===== config.mk =====
export PLATFORM = sky130hd
export DESIGN_NAME = self_test_status_monitor
export DESIGN_NICKNAME = d
export VERILOG_FILES = /design/src/self_test_pkg.sv /design/src/limit_checker.sv /design/src/self_test_status_monitor.sv
export SDC_FILE = /design/constraint.sdc
export NUM_CORES = 1
export LEC_CHECK = 0
export ABC_AREA = 1
export BUFFER_PORTS_ARGS = -buffer_cell sky130_fd_sc_hd__buf_2
export CORE_ASPECT_RATIO = 1.4
export CORE_MARGIN = 5
export CORE_UTILIZATION = 59
export CTS_CLUSTER_SIZE = 20
export DETAILED_ROUTE_END_ITERATION = 8
export GPL_TIMING_DRIVEN = 0
export MAX_ROUTING_LAYER = met4
export PLACE_DENSITY = 0.8
export SYNTH_ARGS = -nofsm -noshare
export SYNTH_HDL_FRONTEND = slang
export SYNTH_SLANG_ARGS = --single-unit

===== constraint.sdc =====
create_clock -name ref_clk -period 6.45 [get_ports ref_clk]
set_input_delay 1.29 -clock ref_clk [delete_from_list [all_inputs] [get_ports ref_clk]]
set_output_delay 1.29 -clock ref_clk [all_outputs]
set_load 0.01 [all_outputs]

===== src/self_test_pkg.sv =====
package self_test_pkg;

  // ****************************************
  // test numbering
  // ****************************************
  localparam int          NUM_TESTS    = 24;
  localparam int          NUM_CHANNELS = 9;
  localparam logic [4:0]  T_CHAN0      = 5'h00;
  localparam logic [4:0]  T_MASTER     = 5'h09;
  localparam logic [4:0]  T_SUPPLY0    = 5'h0A;
  localparam logic [4:0]  T_TEMP       = 5'h11;
  localparam logic [4:0]  T_RAM        = 5'h12;
  localparam logic [4:0]  T_ROM        = 5'h13;
  localparam logic [4:0]  T_ADC        = 5'h14;
  localparam logic [4:0]  T_SETTINGS   = 5'h15;
  localparam logic [4:0]  T_EEPROM     = 5'h16;
  localparam logic [4:0]  T_BOARD      = 5'h17;
  localparam logic [1:0]  SUM_ROM      = 2'h0;
  localparam logic [1:0]  SUM_SETTINGS = 2'h1;
  localparam logic [1:0]  SUM_EEPROM   = 2'h2;

  // ****************************************
  // limits, millivolts and degrees celsius
  // ****************************************
  localparam logic signed [16:0] CHAN_WARN_MV   = 17'sd30;
  localparam logic signed [16:0] MASTER_WARN_MV = 17'sd20;
  localparam logic signed [16:0] MASTER_FAIL_MV = 17'sd30;
  localparam logic signed [15:0] TEMP_WARN_LO   = -16'sd40;
  localparam logic signed [15:0] TEMP_WARN_HI   = 16'sd85;
  localparam logic signed [15:0] TEMP_FAIL_LO   = -16'sd50;
  localparam logic signed [15:0] TEMP_FAIL_HI   = 16'sd100;
  // +5 ps, +5 reg, -5 reg, +12, -12, +15, -15
  localparam logic signed [15:0] SUP_WARN_LO [7] =
    '{16'sd4800, 16'sd4750, -16'sd5250, 16'sd11500, -16'sd12500, 16'sd14400, -16'sd15600};
  localparam logic signed [15:0] SUP_WARN_HI [7] =
    '{16'sd5200, 16'sd5200, -16'sd4750, 16'sd12500, -16'sd11500, 16'sd15600, -16'sd14400};
  localparam logic signed [15:0] SUP_FAIL_LO [7] =
    '{16'sd4650, 16'sd4500, -16'sd5400, 16'sd11200, -16'sd14000, 16'sd14000, -16'sd16000};
  localparam logic signed [15:0] SUP_FAIL_HI [7] =
    '{16'sd5400, 16'sd5400, -16'sd4500, 16'sd14000, -16'sd11200, 16'sd16000, -16'sd14000};

  // ****************************************
  // timing
  // ****************************************
  localparam int CLK_PERIOD_NS      = 5;
  localparam int CLK_HZ             = 200_000_000;
  localparam int ALARM_PULSE_S      = 5;
  localparam int ALARM_PULSE_DEFAULT = ALARM_PULSE_S * CLK_HZ;
  localparam int CONV_LIMIT_NS      = 10_000;
  localparam logic [11:0] CONV_LIMIT_CYCLES = 12'(CONV_LIMIT_NS / CLK_PERIOD_NS);
  localparam logic [1:0]  REF_SETTLE  = 2'h3;

  // ****************************************
  // register map
  // ****************************************
  localparam logic [7:0]  A_CTRL      = 8'h00;
  localparam logic [7:0]  A_WARN      = 8'h04;
  localparam logic [7:0]  A_FAIL      = 8'h08;
  localparam logic [7:0]  A_STATE     = 8'h0C;
  localparam logic [7:0]  A_BOARD_REF = 8'h10;
  localparam logic [7:0]  A_MARK      = 8'h14;
  localparam int          CTRL_RUN    = 0;
  localparam int          CTRL_RELOAD = 1;
  localparam logic        CTRL_RUN_RESET = 1'b1;
  localparam logic [7:0]  MARK_WARN   = 8'h57;
  localparam logic [7:0]  MARK_FAIL   = 8'h46;
  localparam logic [7:0]  MARK_OK     = 8'h2E;

  typedef enum logic [0:0] {ST_SELECT, ST_WAIT} seq_type;

endpackage


===== src/limit_checker.sv =====
`timescale 1ns/10ps
`default_nettype none
module limit_checker (
  // test and sample
  input  wire logic [4:0]         idx,
  input  wire logic signed [15:0] value,
  // verdict
  output logic                    warn,
  output logic                    fail
);
  import self_test_pkg::*;

  logic signed [16:0] mag;
  logic [2:0]         sup;

  assign mag = value[15] ? -17'(value) : 17'(value);
  assign sup = 3'(idx - T_SUPPLY0);

  always_comb begin
    warn = 1'b0;
    fail = 1'b0;
    if (idx < T_MASTER) begin
      warn = mag > CHAN_WARN_MV;
    end else if (idx == T_MASTER) begin
      warn = mag > MASTER_WARN_MV;
      fail = mag > MASTER_FAIL_MV;
    end else if (idx < T_TEMP) begin
      warn = value < SUP_WARN_LO[sup] || value > SUP_WARN_HI[sup];
      fail = value < SUP_FAIL_LO[sup] || value > SUP_FAIL_HI[sup];
    end else if (idx == T_TEMP) begin
      warn = value < TEMP_WARN_LO || value > TEMP_WARN_HI;
      fail = value < TEMP_FAIL_LO || value > TEMP_FAIL_HI;
    end
  end

endmodule
`default_nettype wire


===== src/self_test_status_monitor.sv =====
// Register access over APB and the register addresses were chosen for this implementation.
`timescale 1ns/10ps
`default_nettype none
// How it works
// channel offset beyond 30 mV warns
// grounded input sampled as master offset
// master offset above 20 mV warns
// master offset above 30 mV fails
// supply rails checked against warn, fail bands
// temperature outside -40..85 C warns
// temperature outside -50..100 C fails
// temperature warning never pulses alarm
// warning: serial request, five second pulse
// failure: serial, panel request, latched alarm
// status marks W for warn, F fail
// bad ram write or read fails
// flash checksum mismatch fails
// slow or unfinished conversion fails
// settings memory checksum mismatch fails
// eeprom checksum mismatch fails
// board identity mismatch against reference fails
// host reload command refreshes board reference
// any failure disables protection, freezes outputs
// round robin retest, failures latch until reset
module self_test_status_monitor #(
  parameter int unsigned ALARM_PULSE_CYCLES = self_test_pkg::ALARM_PULSE_DEFAULT
) (
  // clock and reset
  input  wire logic        ref_clk,
  input  wire logic        rst,
  // apb slave
  input  wire logic        psel,
  input  wire logic        penable,
  input  wire logic        pwrite,
  input  wire logic [7:0]  paddr,
  input  wire logic [31:0] pwdata,
  output logic [31:0]      prdata,
  output logic             pready,
  output logic             pslverr,
  // converter mux
  output logic [4:0]       mux_sel,
  output logic             conv_start,
  input  wire logic        sample_valid,
  input  wire logic signed [15:0] sample_value,
  // memory checks
  input  wire logic        ram_test_valid,
  input  wire logic        ram_test_ok,
  input  wire logic        sum_valid,
  input  wire logic [1:0]  sum_sel,
  input  wire logic [15:0] sum_computed,
  input  wire logic [15:0] sum_stored,
  // board identity pins
  input  wire logic [7:0]  board_id_pins,
  // notification and protection
  output logic             alarm_contact,
  output logic             serial_msg_req,
  output logic             panel_fail_req,
  output logic             protection_enable,
  output logic             outputs_freeze
);
  import self_test_pkg::*;

  // ****************************************
  // state
  // ****************************************
  seq_type               state;
  logic [4:0]            idx;
  logic [11:0]           wait_cnt;
  logic [NUM_TESTS-1:0]  warn;
  logic [NUM_TESTS-1:0]  fail;
  logic [NUM_TESTS-1:0]  next_warn;
  logic [NUM_TESTS-1:0]  fail_set;
  logic                  run;
  logic [7:0]            board_ref;
  logic                  ref_valid;
  logic [1:0]            settle_cnt;
  logic [4:0]            mark_sel;
  logic [7:0]            id_meta;
  logic [7:0]            id_sync;
  logic [29:0]           pulse_cnt;

  // ****************************************
  // round robin sequencer
  // ****************************************
  logic chk_warn;
  logic chk_fail;
  logic taken;
  logic timeout;
  logic [4:0] next_idx;

  limit_checker u_limit (
    .idx   (idx),
    .value (sample_value),
    .warn  (chk_warn),
    .fail  (chk_fail)
  );

  assign taken      = (state == ST_WAIT) && sample_valid;
  assign timeout    = (state == ST_WAIT) && !sample_valid && wait_cnt == CONV_LIMIT_CYCLES;
  assign next_idx   = (idx == T_TEMP) ? T_CHAN0 : idx + 5'h01;
  assign conv_start = (state == ST_SELECT) && run;
  assign mux_sel    = idx;

  always_ff @(posedge ref_clk or posedge rst) begin
    if (rst) begin
      state    <= ST_SELECT;
      idx      <= T_CHAN0;
      wait_cnt <= 12'h000;
    end else begin
      unique case (state)
        ST_SELECT: begin
          wait_cnt <= 12'h000;
          if (run) state <= ST_WAIT;
        end
        ST_WAIT: begin
          wait_cnt <= wait_cnt + 12'h001;
          if (taken || timeout) begin
            state <= ST_SELECT;
            idx   <= next_idx;
          end
        end
      endcase
    end
  end

  // ****************************************
  // warning and failure flags
  // ****************************************
  logic        id_bad;
  logic        sum_bad;
  logic [NUM_TESTS-1:0] warn_rise;
  logic        pulse_trig;
  logic        new_event;
  logic        fail_any;

  assign id_bad  = ref_valid && (id_sync != board_ref);
  assign sum_bad = sum_valid && (sum_computed != sum_stored);

  always_comb begin
    next_warn = warn;
    fail_set  = '0;
    if (taken) begin
      next_warn[idx] = chk_warn;
      fail_set[idx]  = chk_fail;
    end
    fail_set[T_ADC]      = timeout;
    fail_set[T_RAM]      = ram_test_valid && !ram_test_ok;
    fail_set[T_ROM]      = sum_bad && sum_sel == SUM_ROM;
    fail_set[T_SETTINGS] = sum_bad && sum_sel == SUM_SETTINGS;
    fail_set[T_EEPROM]   = sum_bad && sum_sel == SUM_EEPROM;
    fail_set[T_BOARD]    = id_bad;
  end

  assign warn_rise  = next_warn & ~warn;
  assign pulse_trig = |(warn_rise & ~(NUM_TESTS'(1) << T_TEMP));
  assign new_event  = (|warn_rise) || (|(fail_set & ~fail));
  assign fail_any   = |fail;

  always_ff @(posedge ref_clk or posedge rst) begin
    if (rst) begin
      warn           <= '0;
      fail           <= '0;
      serial_msg_req <= 1'b0;
    end else begin
      warn           <= next_warn;
      fail           <= fail | fail_set;
      serial_msg_req <= new_event;
    end
  end

  // ****************************************
  // alarm contact and protection
  // ****************************************
  always_ff @(posedge ref_clk or posedge rst) begin
    if (rst) begin
      pulse_cnt         <= 30'h0000_0000;
      alarm_contact     <= 1'b0;
      panel_fail_req    <= 1'b0;
      protection_enable <= 1'b0;
      outputs_freeze    <= 1'b0;
    end else begin
      if (pulse_trig) pulse_cnt <= 30'(ALARM_PULSE_CYCLES);
      else if (pulse_cnt != 30'h0000_0000) pulse_cnt <= pulse_cnt - 30'h0000_0001;
      alarm_contact     <= fail_any || pulse_trig || pulse_cnt > 30'h0000_0001;
      panel_fail_req    <= fail_any;
      protection_enable <= !fail_any;
      outputs_freeze    <= fail_any;
    end
  end

  // ****************************************
  // board identity reference
  // ****************************************
  logic reload;
  logic wr_hit;

  assign wr_hit = psel && penable && pwrite;
  assign reload = wr_hit && paddr == A_CTRL && pwdata[CTRL_RELOAD];

  always_ff @(posedge ref_clk or posedge rst) begin
    if (rst) begin
      id_meta <= 8'h00;
      id_sync <= 8'h00;
    end else begin
      id_meta <= board_id_pins;
      id_sync <= id_meta;
    end
  end

  always_ff @(posedge ref_clk or posedge rst) begin
    if (rst) begin
      board_ref  <= 8'h00;
      ref_valid  <= 1'b0;
      settle_cnt <= 2'h0;
    end else begin
      if (settle_cnt != REF_SETTLE) settle_cnt <= settle_cnt + 2'h1;
      if (reload || (!ref_valid && settle_cnt == REF_SETTLE)) begin
        board_ref <= id_sync;
        ref_valid <= 1'b1;
      end
    end
  end

  // ****************************************
  // apb register file
  // ****************************************
  logic        addr_hit;
  logic [7:0]  mark;
  logic [31:0] rd_mux;

  assign addr_hit = paddr == A_CTRL || paddr == A_WARN || paddr == A_FAIL
                 || paddr == A_STATE || paddr == A_BOARD_REF || paddr == A_MARK;
  assign mark     = fail[mark_sel] ? MARK_FAIL : warn[mark_sel] ? MARK_WARN : MARK_OK;
  assign pready   = 1'b1;
  assign pslverr  = psel && penable && !addr_hit;

  always_comb begin
    rd_mux = 32'h0000_0000;
    unique case (paddr)
      A_CTRL:      rd_mux = {31'h0000_0000, run};
      A_WARN:      rd_mux = {8'h00, warn};
      A_FAIL:      rd_mux = {8'h00, fail};
      A_STATE:     rd_mux = {28'h000_0000, outputs_freeze, protection_enable,
                             panel_fail_req, alarm_contact};
      A_BOARD_REF: rd_mux = {23'h00_0000, ref_valid, board_ref};
      A_MARK:      rd_mux = {19'h0_0000, mark_sel, mark};
      default:     rd_mux = 32'h0000_0000;
    endcase
  end

  always_ff @(posedge ref_clk or posedge rst) begin
    if (rst) begin
      prdata   <= 32'h0000_0000;
      run      <= CTRL_RUN_RESET;
      mark_sel <= 5'h00;
    end else begin
      if (psel && !penable && !pwrite) prdata <= rd_mux;
      if (wr_hit && paddr == A_CTRL) run <= pwdata[CTRL_RUN];
      if (wr_hit && paddr == A_MARK) mark_sel <= pwdata[12:8];
    end
  end

  // ****************************************
  // checks
  // ****************************************
  a_fail_sticky: assert property (@(posedge ref_clk) disable iff (rst)
    !(|($past(fail) & ~fail))) else $error("failure flag dropped");
  a_fail_alarm: assert property (@(posedge ref_clk) disable iff (rst)
    fail_any |=> alarm_contact && panel_fail_req) else $error("failure not latched on alarm");
  a_protect_off: assert property (@(posedge ref_clk) disable iff (rst)
    fail_any |=> !protection_enable && outputs_freeze) else $error("protection not frozen");
  a_warn_pulse: assert property (@(posedge ref_clk) disable iff (rst)
    pulse_trig |=> alarm_contact && serial_msg_req) else $error("warning pulse missing");
  a_temp_quiet: assert property (@(posedge ref_clk) disable iff (rst)
    (warn_rise == (NUM_TESTS'(1) << T_TEMP)) && pulse_cnt == 30'h0000_0000 && !fail_any
    |=> !alarm_contact) else $error("temperature warning pulsed alarm");
  a_conv_timeout: assert property (@(posedge ref_clk) disable iff (rst)
    state == ST_WAIT && !sample_valid && wait_cnt == CONV_LIMIT_CYCLES
    |=> fail[T_ADC]) else $error("slow conversion not failed");
  a_master_fail: assert property (@(posedge ref_clk) disable iff (rst)
    taken && idx == T_MASTER && sample_value > 16'sd30 |=> fail[T_MASTER] && warn[T_MASTER])
    else $error("master offset failure missed");
  a_ram_fail: assert property (@(posedge ref_clk) disable iff (rst)
    ram_test_valid && !ram_test_ok |=> fail[T_RAM] && !warn[T_RAM])
    else $error("ram failure missed");
  a_board_fail: assert property (@(posedge ref_clk) disable iff (rst)
    ref_valid && id_sync != board_ref && !reload |=> fail[T_BOARD])
    else $error("board mismatch missed");

endmodule
`default_nettype wire


==> out/metrics.cfg, run 1 <==
[outcome]
status = finished clean

[global_route]
grt_pass1_wl_microns = 47800
first_global_vias = 10100
antenna_found_initial = 0
grt_usage_pct = 29.7
grt_max_degree = 101
grt_overflow = 0

[critical_path]
critPathCaptureType = register
path_common_cell = nand2_1
worstSetupPathType = register to register
crit_arrival_ns = 5.20
crit_family = simple AND/OR/NAND/NOR gates
crit_fanout = 11
slowest_stage = dfrtp_1
critPathBufInv = 6
cp.required_ns = 6.74
critPathMaxStageDelay_ns = 0.60
cp-start-kind = register

[cells_and_area]
drive_gt1_share_pct = 13.7
multi_input_area_sq_um = 5610
final_cells = 1816
nets = 1734
diodes = 0
n_fill_cell = 1510
layout_common_cells = nand2_1 (293), inv_1 (176), nor2_1 (166)
final_common_cell = nand2_1
register_area_sq_um = 3930
area_growth_pct = 15.0

[synthesis]
yosysTopAreaCell = dfrtp_1
synth_warnings = 0
async_reset_ff_share_pct = 100
netlist_instances = 1423
synth_top_area_share_pct = 37.2
synth.cell_area_sq_um = 10500
ys_seq_area_share_pct = 37.5
ys_dominant_reg_cell = dfrtp_1
ys_types = 54
synth_edf_count = 0
ys_seq_elements = 157
ys_top_cells_by_area = dfrtp_1 (37%), nand2_1 (10%), ha_1 (7.2%)
syn_avg_cell_area_sq_um = 7.37

[power_and_ir_drop]
ir_drop_mv = 0.253
p_leak_uw = 0.00584
pwr_density_cell_nw_per_um2 = 356

[drt]
remaining_drc_errors = 0
post_drt_wl_per_cell_microns = 16.3
drt-total-wl_microns = 29600
ant_nets = 0
dr.first_iter.drc_count = 797
first_pass_iters = 6
via_per_inst = 5.68
vias = 10300

[clock_tree]
post-cts-setup-buffers = 0
clock-sinks = 157
cts_buffers = 17
h-tree-depth = 4
clkSlewWorstSetupHoldPaths_ns = 0.07
tritoncts = built
ctsHoldBuffers = 0
post_cts_resized = 0
clockBufferDepth = 2
worstSkewPairLatency_ns = 0.43
root_buffer = clkbuf_16

[place]
dp_hpwl_microns = 22900
place_congestion = 1.02
io_buffers = 117
dp_cells = 1784

[floorplanning]
rows = 57
initial_core_util_pct = 60.3
ios = 152
fp.dieH_microns = 168
dieArea_sq_um = 20600
fp.dieW_microns = 123
coreArea_sq_um = 17400

[sta]
tightest_slew_ns = 1.07
hold_ws_ns = 0.357
final_hold_viol_count = 0
timing.slew.headroom_pct = 28.0
max_freq_ghz = 0.204
rsz0062_at_grt = false
min_period_ns = 4.91
skew_ns = 0.0120
setup-violations-final = 0
timing.final.crit_share_pct = 76.0
drv_slew = 0
tns_ns = 0

[min_path]
hp-class = register to register

[flow_run]
drv_cap = 0

state kept, by name, indices dropped and copies added (netlist names):
name               count
alarm_contact          1
wait_cnt              12
mark_sel               5
settle_cnt             2
pulse_cnt             30
id_sync                8
mux_sel                5
run                    1
outputs_freeze         1
protection_enable      1
id_meta                8
fail                  24
board_ref              8
ref_valid              1
state                  1
warn                  24
serial_msg_req         1
prdata                24
area by class of cell:
class                      instances  area share (%)
clock buffer                      18            3.56
inverter                         183            5.74
sequential                       157            32.6
timing repair buffer             118            5.08
clock inverter                    14            1.67
multi-input combinational       1038            46.5
buffer                            52            2.43
tap                              236            2.45
cells by family after synthesis:
logic type / count (synthesis) / share of synthesized area, %
other: 2 / 0.0716
buffers and inverters: 235 / 9.34
xor gates and xnor gates: 50 / 4.17
DFF: 157 / 37.5
and+or+nand+nor: 679 / 29.0
adders and majority gates: 60 / 7.16
AOI/OAI and AO/OA: 237 / 12.5
muxes: 3 / 0.322
path summary, 6_finish.rpt:
kind                                              from                  endpoint  slack, ns  cells past startpoint
worst max-delay path            mux_sel[1]$_DFFE_PP0P_   alarm_contact$_DFF_PP0_       1.54                     27
worst min-delay path              id_meta[7]$_DFF_PP0_      id_sync[7]$_DFF_PP0_       0.36                      0
worst max register to register  mux_sel[1]$_DFFE_PP0P_   alarm_contact$_DFF_PP0_       1.54                     27
worst min register to register    id_meta[7]$_DFF_PP0_      id_sync[7]$_DFF_PP0_       0.36                      0
max in group asynchronous                          rst           run$_DFFE_PP1P_       4.68                      3
min in group asynchronous                          rst  board_ref[4]$_DFFE_PP0P_       0.90                      2
metal layers:
metal | vias to the layer above | routed length (microns) | global-route usage, % | share of wire [%]
met5 | - | 0 | - | 0
met4 | 0 | 1580 | 15.4 | 5.3
met3 | 125 | 1910 | 4.87 | 6.5
met2 | 443 | 15100 | 52.1 | 51
met1 | 4807 | 11000 | 31.7 | 37
li1 | 4948 | - | - | -
cell usage after synthesis, drive strengths merged (2+ instances only):
master and instances:
conb 2, buf 24, mux2 3, dfrtp 156, clkbuf 28, nand2 298, clkinv 2, nor2 182
nand4 26, xnor2 25, nor3 42, o21a 3, a211oi 3, inv 181, nand3b 7, a32oi 2
a221oi 4, nor4 9, a21o 3, or2 7, o211ai 5, a31oi 3, nand3 102, o22ai 22
a21oi 68, o2111ai 4, ha 60, nor3b 2, o21ai 113, xor2 25
worst reg2reg max path, cell delays in order, from the launching register on:
cell	delay, ns
dfrtp_1	0.60
inv_1	0.31
ha_1	0.37
buf_4	0.15
inv_2	0.07
clkbuf_1	0.19
o21ai_0	0.49
ha_1	0.35
a21oi_1	0.15
nor2_1	0.05
a211oi_1	0.23
nand2_1	0.12
nand2_1	0.07
nand2_1	0.05
nand2_1	0.06
nand2_1	0.08
nand2_1	0.07
nand2_1	0.04
nand2_1	0.06
nand2_1	0.07
buf_2	0.20
nand3_1	0.13
nand2_1	0.06
nor2_1	0.13
nand2_1	0.11
nor2_4	0.20
buf_2	0.26
nand3_1	0.10
power by group:
part	total, uW	switching (uW)	internal, uW
logic	1900	1240	665
registers	1330	168	1160
clock network	1060	462	595
per-stage QoR:
step                      power, uW  area (sq um)  setup slack [ns]  util, %
after CTS                      4280         12100              1.59     69.3
after global placement         3150         11400            -0.716     65.5
after floorplan                2680         10500             0.927        -
after global routing           4620         12100              1.11     69.3
final                          4290         12100              1.54     69.3
after detailed placement       3210         11400              1.63     65.7
Power figures use the tool's default switching activity.
==> run 2: changes to the inputs <==
==> constraint.sdc (replaced) <==
create_clock -name ref_clk -period 4.7 [get_ports ref_clk]
set_input_delay 0.94 -clock ref_clk [delete_from_list [all_inputs] [get_ports ref_clk]]
set_output_delay 0.94 -clock ref_clk [all_outputs]
set_load 0.01 [all_outputs]
==> out/metrics.cfg, run 2 (synthesis gave the netlist of run 1 again) <==
[sta]
tightest_slew_ns = 0.978
timing.slew.headroom_pct = 33.9
skew_ns = 0.0126
timing.final.crit_share_pct = 93.1
final_hold_viol_count = 0
min_period_ns = 4.38
drv_slew = 0
setup-violations-final = 0
max_freq_ghz = 0.229

[critical_path]
cp.required_ns = 5.00
r2r_slack_ns = 0.32
r2r-start = mux_sel[1]$_DFFE_PP0P_
crit_arrival_ns = 4.67
r2r-end = serial_msg_req$_DFF_PP0_
crit_fanout = 10
cp-start-kind = register
r2r_cells = 26
critPathCaptureType = register
worstSetupPathType = register to register

[min_path]
min_to = id_sync[1]$_DFF_PP0_
hp-start = id_meta[1]$_DFF_PP0_
hp-class = register to register
hold_depth = 0

[place]
dp_hpwl_microns = 22600
io_buffers = 117
place_congestion = 1.02
dp_cells = 1786

[floorplanning]
ios = 152
initial_core_util_pct = 60.3
rows = 57
fp.dieW_microns = 123
coreArea_sq_um = 17400
fp.dieH_microns = 168
dieArea_sq_um = 20600

[global_route]
first_global_vias = 10000
antenna_found_initial = 0
grt_max_degree = 45
grt_overflow = 0
grt_pass1_wl_microns = 47000
grt_usage_pct = 29.1

[cells_and_area]
multi_input_area_sq_um = 5610
drive_gt1_share_pct = 14.9
layout_common_cells = nand2_1 (293), inv_1 (174), nor2_1 (165)
diodes = 0
register_area_sq_um = 3930
nets = 1747
area_growth_pct = 16.1
top_register = pulse_cnt
final_common_cell = nand2_1
final_cells = 1829
utilization_pct = 70.0
largest_register_ffs = 30
n_fill_cell = 1492

[drt]
drt-total-wl_microns = 28900
ant_nets = 0
first_pass_iters = 6
post_drt_wl_per_cell_microns = 15.8
dr.first_iter.drc_count = 729
via_per_inst = 5.60
remaining_drc_errors = 0
vias = 10200

[clock_tree]
worstSkewPairLatency_ns = 0.43
clkSlewWorstSetupHoldPaths_ns = 0.08
root_buffer = clkbuf_16
tritoncts = built
clock-sinks = 157
ctsHoldBuffers = 0
cts_buffers = 17
h-tree-depth = 4
clockBufferDepth = 2

[power_and_ir_drop]
combPwrFrac_pct = 45.7
p_leak_uw = 0.00589
internal_power_uw = 3300
power_uw = 5900
clockPowerShare_pct = 23.6
ir_drop_mv = 0.374
pwr_density_cell_nw_per_um2 = 484
switching_power_uw = 2600
sw_frac_of_total_pct = 44.1
p_seq_share_pct = 30.7

[flow_run]
drv_cap = 0

[outcome]
status = finished clean

## run 2: changes by cell type in the layout (fill, tap and decap cells not counted), moves of 2 or more
cell / change
buf_12: +3
buf_4: +11
bufinv_16: -2
clkbuf_1: -2
clkinv_8: +3
clkinvlp_4: +3
dfrtp_1: -2
dfrtp_2: +2
inv_1: -2
inv_8: -2
## run 2: power by group through the flow
stage	clock network, uW	registers (uW)	logic, uW
2_1_floorplan	0	1790	1890
3_3_place_gp	0	1830	2490
3_5_place_dp	0	1830	2560
4_1_cts	1400	1810	2580
5_1_grt	1470	1840	3040
6_report	1390	1810	2700
## run 2: worst max-delay path by stage
stage	startpoint	to	slack (ns)	cells after the start
floorplan	mux_sel[1]$_DFFE_PP0P_	pulse_cnt[27]$_DFFE_PP0P_	0.88	25
global placement	mux_sel[1]$_DFFE_PP0P_	serial_msg_req$_DFF_PP0_	0.003	26
detailed placement	mux_sel[1]$_DFFE_PP0P_	serial_msg_req$_DFF_PP0_	-0.02	26
CTS	mux_sel[1]$_DFFE_PP0P_	serial_msg_req$_DFF_PP0_	0.009	26
global route	mux_sel[1]$_DFFE_PP0P_	serial_msg_req$_DFF_PP0_	-0.02	26
finish	mux_sel[1]$_DFFE_PP0P_	serial_msg_req$_DFF_PP0_	0.32	26
## run 2: layout make-up
class	instances	area share, %
Inverter	183	5.73
Sequential cell	157	32.3
Tap cell	236	2.42
Clock inverter	15	1.58
Multi-Input combinational cell	1038	46.1
Clock buffer	17	3.49
Buffer	52	2.43
Timing Repair Buffer	131	5.98
## run 2: timing repair
item                       in CTS  in global routing
setup endpoints to repair       1                 33
setup buffers                   0                 11
gates resized for setup         2                  6
## run 2: through the flow
stage / instance area (sq um) / setup WS [ns] / hold slack, ns / TNS [ns]
final: 12200 / 0.325 / 0.354 / 0
after CTS: 12100 / 0.00863 / 0.357 / 0
after detailed placement: 11500 / -0.0226 / 0.336 / -0.0226
after global routing: 12200 / -0.0192 / 0.364 / -0.0192
after global placement: 11400 / 0.00270 / 0.333 / 0
after floorplan: 10500 / 0.883 / 0.331 / 0
## run 2: metal layers
metal / global-route usage [%] / wire length, microns / vias to the layer above
met2: 49.6 / 14700 / 398
met5: - / 0 / -
li1: - / - / 4964
met3: 5.07 / 1710 / 99
met1: 32.6 / 11200 / 4773
met4: 14.2 / 1320 / 0
## run 2: critical path: stages, from the launching register on
cell        delay (ns)
dfrtp_2           0.43
clkinvlp_4        0.16
ha_1              0.31
buf_4             0.16
clkbuf_1          0.21
nand2_1           0.15
nand2_1           0.12
ha_1              0.34
inv_1             0.06
nor2_2            0.17
nand2_1           0.11
nor3_1            0.22
nand2_1           0.08
a21boi_1          0.23
nand2_1           0.08
nand2_1           0.06
nand2_1           0.05
nand2_1           0.06
nand2_1           0.06
buf_2             0.19
nand3_1           0.13
nand2_1           0.07
nor2_1            0.11
nand2_1           0.11
nor2_4            0.22
clkbuf_4          0.26
nand3_1           0.12
